`config.mk`:
```
export PLATFORM = sky130hd
export DESIGN_NAME = cmpdc_top
export DESIGN_NICKNAME = d
export VERILOG_FILES = /design/src/shared/cmpdc_pkg.sv /design/src/design/cmpdc_top.sv
export SDC_FILE = /design/constraint.sdc
export NUM_CORES = 1
export LEC_CHECK = 0
export ABC_AREA = 1
export BUFFER_PORTS_ARGS = -buffer_cell sky130_fd_sc_hd__buf_2
export CAP_MARGIN = 30
export CORE_UTILIZATION = 51
export DETAILED_ROUTE_END_ITERATION = 7
export PLACE_DENSITY = 0.89
export SLEW_MARGIN = 20
export SYNTH_ARGS = -nofsm -noshare
export SYNTH_HDL_FRONTEND = slang
export SYNTH_SLANG_ARGS = --single-unit
```
`constraint.sdc`:
```
create_clock -name sys_clk -period 2.4 [get_ports sys_clk]
set_input_delay 0 -clock sys_clk [delete_from_list [all_inputs] [get_ports sys_clk]]
set_output_delay 0 -clock sys_clk [all_outputs]
set_load 0.02 [all_outputs]
```
`src/shared/cmpdc_pkg.sv`:
```
// shared constants and carrier types of the comparator digital control
package cmpdc_pkg;
  ////////////////////////////////////////////////////////////////////////
  // register offsets on the plain register port
  localparam logic [2:0] CMPDC_OFS_MAIN = 3'h0; // comparator_main_control
  localparam logic [2:0] CMPDC_OFS_EDGE = 3'h1; // comparator_edge_control
  localparam logic [2:0] CMPDC_OFS_NCH = 3'h2; // negative_channel_select
  localparam logic [2:0] CMPDC_OFS_PCH = 3'h3; // positive_channel_select
  localparam logic [2:0] CMPDC_OFS_OUT = 3'h4; // shared_result_register
  localparam logic [2:0] CMPDC_OFS_IRQ = 3'h5; // flag and interrupt enable
  ////////////////////////////////////////////////////////////////////////
  // field positions
  localparam int CMPDC_BIT_ON = 7; // cmp_enable_bit
  localparam int CMPDC_BIT_OUT = 6; // cmp_result_bit
  localparam int CMPDC_BIT_POL = 4; // cmp_invert_bit
  localparam int CMPDC_BIT_HYS = 1; // cmp_hysteresis_bit
  localparam int CMPDC_BIT_SYNC = 0; // cmp_sync_mode_bit
  localparam int CMPDC_BIT_RISE = 1; // rising_edge_enable
  localparam int CMPDC_BIT_FALL = 0; // falling_edge_enable
  localparam int CMPDC_BIT_MIRROR = 0; // cmp_result_mirror
  localparam int CMPDC_BIT_FLAG = 0; // cmp_interrupt_flag
  localparam int CMPDC_BIT_IE = 1; // cmp_interrupt_enable
  ////////////////////////////////////////////////////////////////////////
  // reset values
  localparam logic [7:0] CMPDC_RST_MAIN = 8'h00;
  localparam logic [1:0] CMPDC_RST_EDGE = 2'h0;
  localparam logic [2:0] CMPDC_RST_CH = 3'h0;
  localparam logic [7:0] CMPDC_RD_ZERO = 8'h00;
  ////////////////////////////////////////////////////////////////////////
  // register port request
  typedef struct packed {
    logic [2:0] addr;
    logic [7:0] wrData;
    logic wrStb;
    logic rdStb;
  } cmpdc_bus_t;
  // controls toward the analog comparator and its input muxes
  typedef struct packed {
    logic powerOn;
    logic hystOn;
    logic inputsOn;
    logic [2:0] posSel;
    logic [2:0] negSel;
  } cmpdc_analog_t;
endpackage : cmpdc_pkg

```
`src/design/cmpdc_top.sv`:
```
// digital control around one analog voltage comparator
//
// The register offsets and the address-and-strobe port were left to the implementer.
`timescale 1ns/100ps
// Behaviour
// - enable bit powers comparator, clear saves power
// - result readable in control and mirror registers
// - internal result registered every instruction cycle
// - high when positive above negative, invertible
// - hysteresis bit drives analog hysteresis enable
// - adjusted output offered as timer gate
// - sync mode captures on timer clock fall
// - capture on falling edge avoids counting race
// - async mode passes output without capture
// - rising and falling edges gated set flag
// - flag sticky, set beats software clear
// - edge detection runs while comparator disabled
// - positive channel select, inputs off when disabled
// - negative channel select from three-bit field
// - active output with source enable shuts generator
// - works in sleep, sync stops on system clock
// - enabled interrupt raises wake from sleep
// - edge enables at bits one and zero
module cmpdc_top
  import cmpdc_pkg::*;
(
  // clock and reset
  input wire logic sys_clk,
  input wire logic reset,
  // register port
  input wire cmpdc_bus_t busReq,
  output logic [7:0] rdData,
  // analog comparator and timer side
  input wire logic cmpRaw,
  input wire logic tmrClkLvl,
  input wire logic tmrClkIsSys,
  input wire logic sleepMode,
  input wire logic shutdownSrcEn,
  output cmpdc_analog_t analogCtl,
  // digital results
  output logic timerGate,
  output logic pinOut,
  output logic shutdownReq,
  output logic irqFlag,
  output logic wakeReq
);
  ////////////////////////////////////////////////////////////////////////
  // control registers
  logic ctlOn_q, ctlOn_d; // comparator enable
  logic ctlPol_q, ctlPol_d; // output inversion
  logic ctlHys_q, ctlHys_d; // hysteresis enable
  logic ctlSync_q, ctlSync_d; // timer synchronised output
  logic [1:0] edgeEn_q, edgeEn_d; // rising and falling enables
  logic [2:0] negSel_q, negSel_d; // inverting input mux
  logic [2:0] posSel_q, posSel_d; // non-inverting input mux
  logic irqEn_q, irqEn_d; // interrupt enable
  logic [7:0] rdData_q, rdData_d; // read data, one cycle after strobe

  // true when a write hits the given offset
  function automatic logic wrHit(input cmpdc_bus_t r, input logic [2:0] ofs);
    wrHit = r.wrStb && (r.addr == ofs);
  endfunction : wrHit

  ////////////////////////////////////////////////////////////////////////
  // result path state
  logic result_q, result_d; // registered adjusted result
  logic resultPrev_q, resultPrev_d; // previous cycle copy for edges
  logic tmrPrev_q, tmrPrev_d; // last timer clock level
  logic syncOut_q, syncOut_d; // timer synchronised capture
  logic extOut_q, extOut_d; // output toward timer gate and pin
  logic shut_q, shut_d; // shutdown request register
  logic flag_q, flag_d; // sticky interrupt flag
  logic wake_q, wake_d; // wake request register
  logic cmpAdj; // polarity adjusted comparator level
  logic tmrFall; // falling edge of the timer clock
  logic syncFrozen; // timer halted in sleep
  logic edgeRise, edgeFall, edgeEvt; // detected transitions
  logic flagClr; // software clear of the flag

  ////////////////////////////////////////////////////////////////////////
  // next values of the control registers
  always_comb
  begin
    ctlOn_d = ctlOn_q;
    ctlPol_d = ctlPol_q;
    ctlHys_d = ctlHys_q;
    ctlSync_d = ctlSync_q;
    edgeEn_d = edgeEn_q;
    negSel_d = negSel_q;
    posSel_d = posSel_q;
    irqEn_d = irqEn_q;
    // result bit is read only; writes to it are dropped
    if (wrHit(busReq, CMPDC_OFS_MAIN))
    begin
      ctlOn_d = busReq.wrData[CMPDC_BIT_ON];
      ctlPol_d = busReq.wrData[CMPDC_BIT_POL];
      ctlHys_d = busReq.wrData[CMPDC_BIT_HYS];
      ctlSync_d = busReq.wrData[CMPDC_BIT_SYNC];
    end
    if (wrHit(busReq, CMPDC_OFS_EDGE))
    begin
      edgeEn_d[CMPDC_BIT_RISE] = busReq.wrData[CMPDC_BIT_RISE];
      edgeEn_d[CMPDC_BIT_FALL] = busReq.wrData[CMPDC_BIT_FALL];
    end
    if (wrHit(busReq, CMPDC_OFS_NCH))
    begin
      negSel_d = busReq.wrData[2:0];
    end
    if (wrHit(busReq, CMPDC_OFS_PCH))
    begin
      posSel_d = busReq.wrData[2:0];
    end
    if (wrHit(busReq, CMPDC_OFS_IRQ))
    begin
      irqEn_d = busReq.wrData[CMPDC_BIT_IE];
    end
  end

  ////////////////////////////////////////////////////////////////////////
  // read data mux, zero for unmapped offsets and idle cycles
  always_comb
  begin
    rdData_d = CMPDC_RD_ZERO;
    if (busReq.rdStb)
    begin
      unique case (busReq.addr)
        CMPDC_OFS_MAIN:
        begin
          rdData_d[CMPDC_BIT_ON] = ctlOn_q;
          rdData_d[CMPDC_BIT_OUT] = result_q;
          rdData_d[CMPDC_BIT_POL] = ctlPol_q;
          rdData_d[CMPDC_BIT_HYS] = ctlHys_q;
          rdData_d[CMPDC_BIT_SYNC] = ctlSync_q;
        end
        CMPDC_OFS_EDGE: rdData_d[1:0] = edgeEn_q;
        CMPDC_OFS_NCH: rdData_d[2:0] = negSel_q;
        CMPDC_OFS_PCH: rdData_d[2:0] = posSel_q;
        CMPDC_OFS_OUT: rdData_d[CMPDC_BIT_MIRROR] = result_q;
        CMPDC_OFS_IRQ:
        begin
          rdData_d[CMPDC_BIT_FLAG] = flag_q;
          rdData_d[CMPDC_BIT_IE] = irqEn_q;
        end
        default: rdData_d = CMPDC_RD_ZERO; // unmapped offsets
      endcase
    end
  end

  ////////////////////////////////////////////////////////////////////////
  // control registers and read data
  always_ff @(posedge sys_clk)
  begin
    if (reset)
    begin
      ctlOn_q <= CMPDC_RST_MAIN[CMPDC_BIT_ON];
      ctlPol_q <= CMPDC_RST_MAIN[CMPDC_BIT_POL];
      ctlHys_q <= CMPDC_RST_MAIN[CMPDC_BIT_HYS];
      ctlSync_q <= CMPDC_RST_MAIN[CMPDC_BIT_SYNC];
      edgeEn_q <= CMPDC_RST_EDGE;
      negSel_q <= CMPDC_RST_CH;
      posSel_q <= CMPDC_RST_CH;
      irqEn_q <= 1'b0;
      rdData_q <= CMPDC_RD_ZERO;
    end
    else
    begin
      ctlOn_q <= ctlOn_d;
      ctlPol_q <= ctlPol_d;
      ctlHys_q <= ctlHys_d;
      ctlSync_q <= ctlSync_d;
      edgeEn_q <= edgeEn_d;
      negSel_q <= negSel_d;
      posSel_q <= posSel_d;
      irqEn_q <= irqEn_d;
      rdData_q <= rdData_d;
    end
  end

  ////////////////////////////////////////////////////////////////////////
  // result path, edges, flag and side outputs
  always_comb
  begin
    // a disabled comparator reads as low before inversion, so toggling enable or
    // inversion still makes edges that software can see
    cmpAdj = (ctlOn_q & cmpRaw) ^ ctlPol_q;
    result_d = cmpAdj;
    resultPrev_d = result_q;
    edgeRise = result_q & ~resultPrev_q;
    edgeFall = ~result_q & resultPrev_q;
    edgeEvt = (edgeRise & edgeEn_q[CMPDC_BIT_RISE])
            | (edgeFall & edgeEn_q[CMPDC_BIT_FALL]);
    // write with the flag bit low clears it; a new edge still wins
    flagClr = wrHit(busReq, CMPDC_OFS_IRQ) & ~busReq.wrData[CMPDC_BIT_FLAG];
    flag_d = (flag_q & ~flagClr) | edgeEvt;
    wake_d = flag_d & irqEn_q;
    // timer clocked from the system clock halts in sleep
    syncFrozen = sleepMode & tmrClkIsSys;
    tmrPrev_d = tmrClkLvl;
    // falling edge keeps capture away from the rising count edge
    tmrFall = tmrPrev_q & ~tmrClkLvl;
    syncOut_d = syncOut_q;
    if (tmrFall && !syncFrozen)
    begin
      syncOut_d = cmpAdj;
    end
    // async mode costs one output flop, kept so outputs stay glitch free
    extOut_d = ctlSync_q ? syncOut_d : cmpAdj;
    shut_d = extOut_d & shutdownSrcEn;
  end

  // registers of the result path
  always_ff @(posedge sys_clk)
  begin
    if (reset)
    begin
      result_q <= 1'b0;
      resultPrev_q <= 1'b0;
      tmrPrev_q <= 1'b0;
      syncOut_q <= 1'b0;
      extOut_q <= 1'b0;
      shut_q <= 1'b0;
      flag_q <= 1'b0;
      wake_q <= 1'b0;
    end
    else
    begin
      result_q <= result_d;
      resultPrev_q <= resultPrev_d;
      tmrPrev_q <= tmrPrev_d;
      syncOut_q <= syncOut_d;
      extOut_q <= extOut_d;
      shut_q <= shut_d;
      flag_q <= flag_d;
      wake_q <= wake_d;
    end
  end

  ////////////////////////////////////////////////////////////////////////
  // outputs, all straight from flip-flops
  assign rdData = rdData_q;
  // one driver for the whole analog control word
  assign analogCtl = '{
    powerOn: ctlOn_q,
    hystOn: ctlHys_q,
    inputsOn: ctlOn_q,
    posSel: posSel_q,
    negSel: negSel_q
  };
  assign timerGate = extOut_q;
  assign pinOut = extOut_q;
  assign shutdownReq = shut_q;
  assign irqFlag = flag_q;
  assign wakeReq = wake_q;
endmodule : cmpdc_top

```
[After elaboration in Yosys (flattened, before gate mapping)]
Cells that the tools add are included.
Cells by class
  equality and inequality tests: 5
  muxes and demuxes: 5
  bitwise gates (word level): 21
  reductions and logical operators: 10
Operator list (count)
  AND 1 bit: 11
  NOT 1 bit: 7
  equality test 3 x 2 -> 1 bit (second input constant): 2
  equality test 3 bit (second input constant): 2
  logical AND 1 bit: 6
  one-hot mux 1 bit (6 select lines): 1
  one-hot mux 1 bit (5 select lines): 1
  equality test 3 x 1 -> 1 bit (second input constant): 1
  logical NOT 3 bit: 1
  OR reduction 3 bit: 1
  two-way mux 1 bit: 2
  bitwise OR 1 bit: 2
  one-hot mux 1 bit (2 select lines): 1
  OR reduction 2 bit: 1
  logical NOT 1 bit: 1
  bitwise XOR 1 bit: 1
Word-level totals
  register bits: 29
  input bits: 20
  output and inout port bits: 22
  word-level logic and storage cells: 60

[Depth between registers and ports, before layout]
  word-level depth: 7
  mapped depth: 7
  mapped depth without buffers: 7

[Worst setup path before layout]
No wires, ideal clock.
  kind: register -> register
  from: register ctlOn_q
  to: register shut_q (netlist: shutdownReq)
  setup time: 0.111 ns
  arrival: 0.776 ns
  required time: 2.289 ns
  path slack: 1.514 ns
  cell stages (with the launch flop): 8
  path buffers: 0
  period minus slack after synthesis: 0.886 ns
  cell sequence: dfxtp_1 -> nand2_1 -> nand2_1 -> nand2_1 -> nand2_1 -> nand3_1 -> nand2_1 -> nor2_1
Between the ends
  word-level cells in the longest chain between the ends: 5
Ends and longest elaborated chain
  from (decl): RTL line cmpdc_top.sv:49  | logic ctlOn_q, ctlOn_d;
  from (signal assigned): RTL line cmpdc_top.sv:155  | ctlOn_q <= CMPDC_RST_MAIN[CMPDC_BIT_ON];
  from (signal assigned): RTL line cmpdc_top.sv:167  | ctlOn_q <= ctlOn_d;
  AND 1 bit (*): RTL line cmpdc_top.sv:185  | cmpAdj = (ctlOn_q & cmpRaw) ^ ctlPol_q;
  bitwise XOR 1 bit (*): RTL line cmpdc_top.sv:185
  two-way mux 1 bit: RTL line cmpdc_top.sv:202  | if (tmrFall && !syncFrozen)
  two-way mux 1 bit (*): RTL line cmpdc_top.sv:207  | extOut_d = ctlSync_q ? syncOut_d : cmpAdj;
  AND 1 bit (*): RTL line cmpdc_top.sv:208  | shut_d = extOut_d & shutdownSrcEn;
  to (signal assigned): RTL line cmpdc_top.sv:232  | shut_q <= shut_d;
  to (decl): RTL line cmpdc_top.sv:71  | logic shut_q, shut_d;
Mark *: on every way between the ends. The rest lies on a longest branch, timed or not.
A chain may end at the register's enable or synchronous reset.

[Final worst setup path]
  from: input reset
  to: register tmrPrev_q
RTL lines
  from (decl): RTL line cmpdc_top.sv:29  | input wire logic reset,
  to (signal assigned): RTL line cmpdc_top.sv:229  | tmrPrev_q <= tmrPrev_d;
  to (decl): RTL line cmpdc_top.sv:68  | logic tmrPrev_q, tmrPrev_d;
No word-level cell between the ends.

==> run metrics <==
Gate Count Post-Synth=156; max incr delay on CP=550 ps; Netlist cell types=19; Clock Path Buffers=2; Final nets=218; GP Congestion=0.895; Synth Area in XOR/XNOR=0; warning count from the yosys run=0; Switching Power=0.183 mW; clock share of power=0.243; CTS buffer count=3; Root Buffer=clkbuf_4; Synth Area per Inst=7.27 um2; vias per inst=4.89; Pint=0.562 mW; Avg WL per Cell=11.0 um; Worst Path Buf+Inv=3; Final setup viols=0; DR vias=1,096; Cell Chain, Critical Path=dlygate4sd3_1 -> buf_2 -> nor2_1 -> dlygate4sd3_1; Total Routing Usage GR=0.222; Tmin final=1160 ps; GRT overflow=0; CTS sink cnt=27; cell family with most CP delay=buffers and inverters; arrival time at the worst endpoint=1370 ps; worst-path fanout max=9; skew final=1.04 ps; Post-Place Setup Slack=1430 ps; Core Footprint=2020 um2; DP Wirelength=1.82 mm; Power Density=527 nW/um2; Synth Area in Simple Gates=0.286; fin cells=224; Crit. End Element=flop; IO Port Bufs=36; I/O Pins=42; first-pass GRT wire length=4.11 mm; Die Ht=49.1 um; met1 GRT Util=0.283; Compound-Gate Fraction of Synth Area=0.113; Top Usage Layer GRT=met2; post-CTS sizing=0; antenna-violating nets left=0; mux contribution to synthesized area=0; fin area=1420 um2; Reg power frac=0.624; Critical Path RT=2610 ps; CP max stage cell=dlygate4sd3_1; Final Hold Vio Count=0; combinational family with the most area after synthesis=simple AND/OR/NAND/NOR gates; Seq cells post-synth=27; final worst-path cycle share=0.483; min-delay worst type=primary input to flop; Peak VDD IR=0.360 mV; TritonCTS clock tree=built; sw frac=0.245; H-tree depth=1; ANT cells=0; Synth Area in Adders=0; GR met2 Demand/Resource=0.361; RSZ-0062 raised after global routing=false; Placed Instance Area=1290 um2; pin count of the biggest net entering global routing=15; worst setup margin=1240 ps; clk slew on worst S/H paths=120 ps; global routing usage on met3=0.0343; maxcap violations=0; post-route setup TNS=0 ps; final WL=2.46 mm; die area=2420 um2; share of layout cells above drive strength 1=0.234; DRT Pass-1 Iters=4; P&R area growth vs syn=24.8%; DRC=0; Std-Cell Rows=16; Final Power=0.745 mW; Top cell by count, worst path=dlygate4sd3_1; Slew Limit Fails=0; register area share after synthesis=0.477; worst hold margin=27.3 ps; Initial Util=0.561; max frequency=863 MHz; vias in the first global route=992; first-iteration detailed-routing DRC count=46; CTS Hold Bufs=10; clock latency on the worst-skew pair=310 ps; initial antenna violation count=0; Core Util, Final=0.700; crit start category=primary input; Inst Count DP=210; DIE WIDTH=49.1 um; combinational power share=0.133; Setup Fix Bufs, Post-CTS=0; Crit Path Category=primary input to flop; mapped cell area=1130 um2; Leak=0.698 nW; outcome=finished clean
## worst register-to-register path, stage by stage (launching register included)
cell,delay (ps)
dfxtp_1,410
nand2_1,70
nand2_1,100
nand2_1,60
nand2_1,80
nand3_1,70
nand2_1,80
nor2_1,40
## routing by layer
layer  part of all wire  up-vias  routed length (um)
met3              0.065        6                 159
met2               0.48       47                1180
li1                   -      568                   -
met1               0.44      475                1070
met4              0.019        0                  46
met5                  0        -                   0
## logic make-up after synthesis
kind of cell | after synthesis
AOI/OAI and AO/OA | 25
buffers and inverters | 30
DFF | 27
other | 1
and+or+nand+nor | 73
## power by group through the flow
stage | clock (mW) | sequential (mW) | combinational, mW
final | 0.181 | 0.465 | 0.0990
after global routing | 0.209 | 0.467 | 0.109
after CTS | 0.192 | 0.465 | 0.0979
after detailed placement | 0 | 0.475 | 0.0852
after global placement | 0 | 0.474 | 0.0826
after floorplan | 0 | 0.480 | 0.0538
## worst paths after layout
kind	start	end	slack [ps]	cells past startpoint
worst max-delay path	reset	tmrPrev_q	1240	4
worst min-delay path	cmpRaw	resultPrev_d	30	3
worst max register to register	ctlOn_q	shutdownReq	1410	7
worst min register to register	irqEn_q	wakeReq	480	2
## Yosys cell counts
master | count | share of area
nand3_1 | 11 | 0.049
clkinv_1 | 1 | 0.0033
nor3_2 | 3 | 0.026
nand2_1 | 35 | 0.12
buf_1 | 1 | 0.0033
buf_4 | 6 | 0.040
a21oi_1 | 15 | 0.066
o211ai_1 | 1 | 0.0066
inv_2 | 3 | 0.0099
nor3_4 | 1 | 0.014
nor2_1 | 21 | 0.070
o21ai_0 | 2 | 0.0088
o21ai_1 | 7 | 0.031
buf_2 | 2 | 0.0088
inv_1 | 16 | 0.053
nand4_1 | 2 | 0.011
dfxtp_1 | 27 | 0.48
conb_1 | 1 | 0.0033
clkbuf_1 | 1 | 0.0033
## final cells by class
type | instances | area (um2)
flip-flops and latches | 27 | 541
multi-input cells | 100 | 459
clock buffers | 4 | 26.3
fillers | 169 | 607
repair buffers | 46 | 280
well taps | 27 | 33.8
inverters | 20 | 75.1
## layout by cell type (no fill, tap or decap), drive strengths merged
cell type / synthesis / final
dlygate4sd3: 0 / 10
conb: 1 / 2
dfxtp: 27 / 27
clkbuf: 1 / 4
nand2: 35 / 35
clkinv: 1 / 1
nor3: 4 / 4
buf: 9 / 36
inv: 19 / 19
o211ai: 1 / 1
nor2: 21 / 21
nand3: 11 / 11
o21ai: 9 / 9
a21oi: 15 / 15
nand4: 2 / 2
## registers in the layout, indices dropped and copies added (netlist names), 2 cells and up
signal and flops:
negSel_q 3, edgeEn_q 2, posSel_q 3, rdData 6
Note: power is estimated with default switching activity, not from simulation.
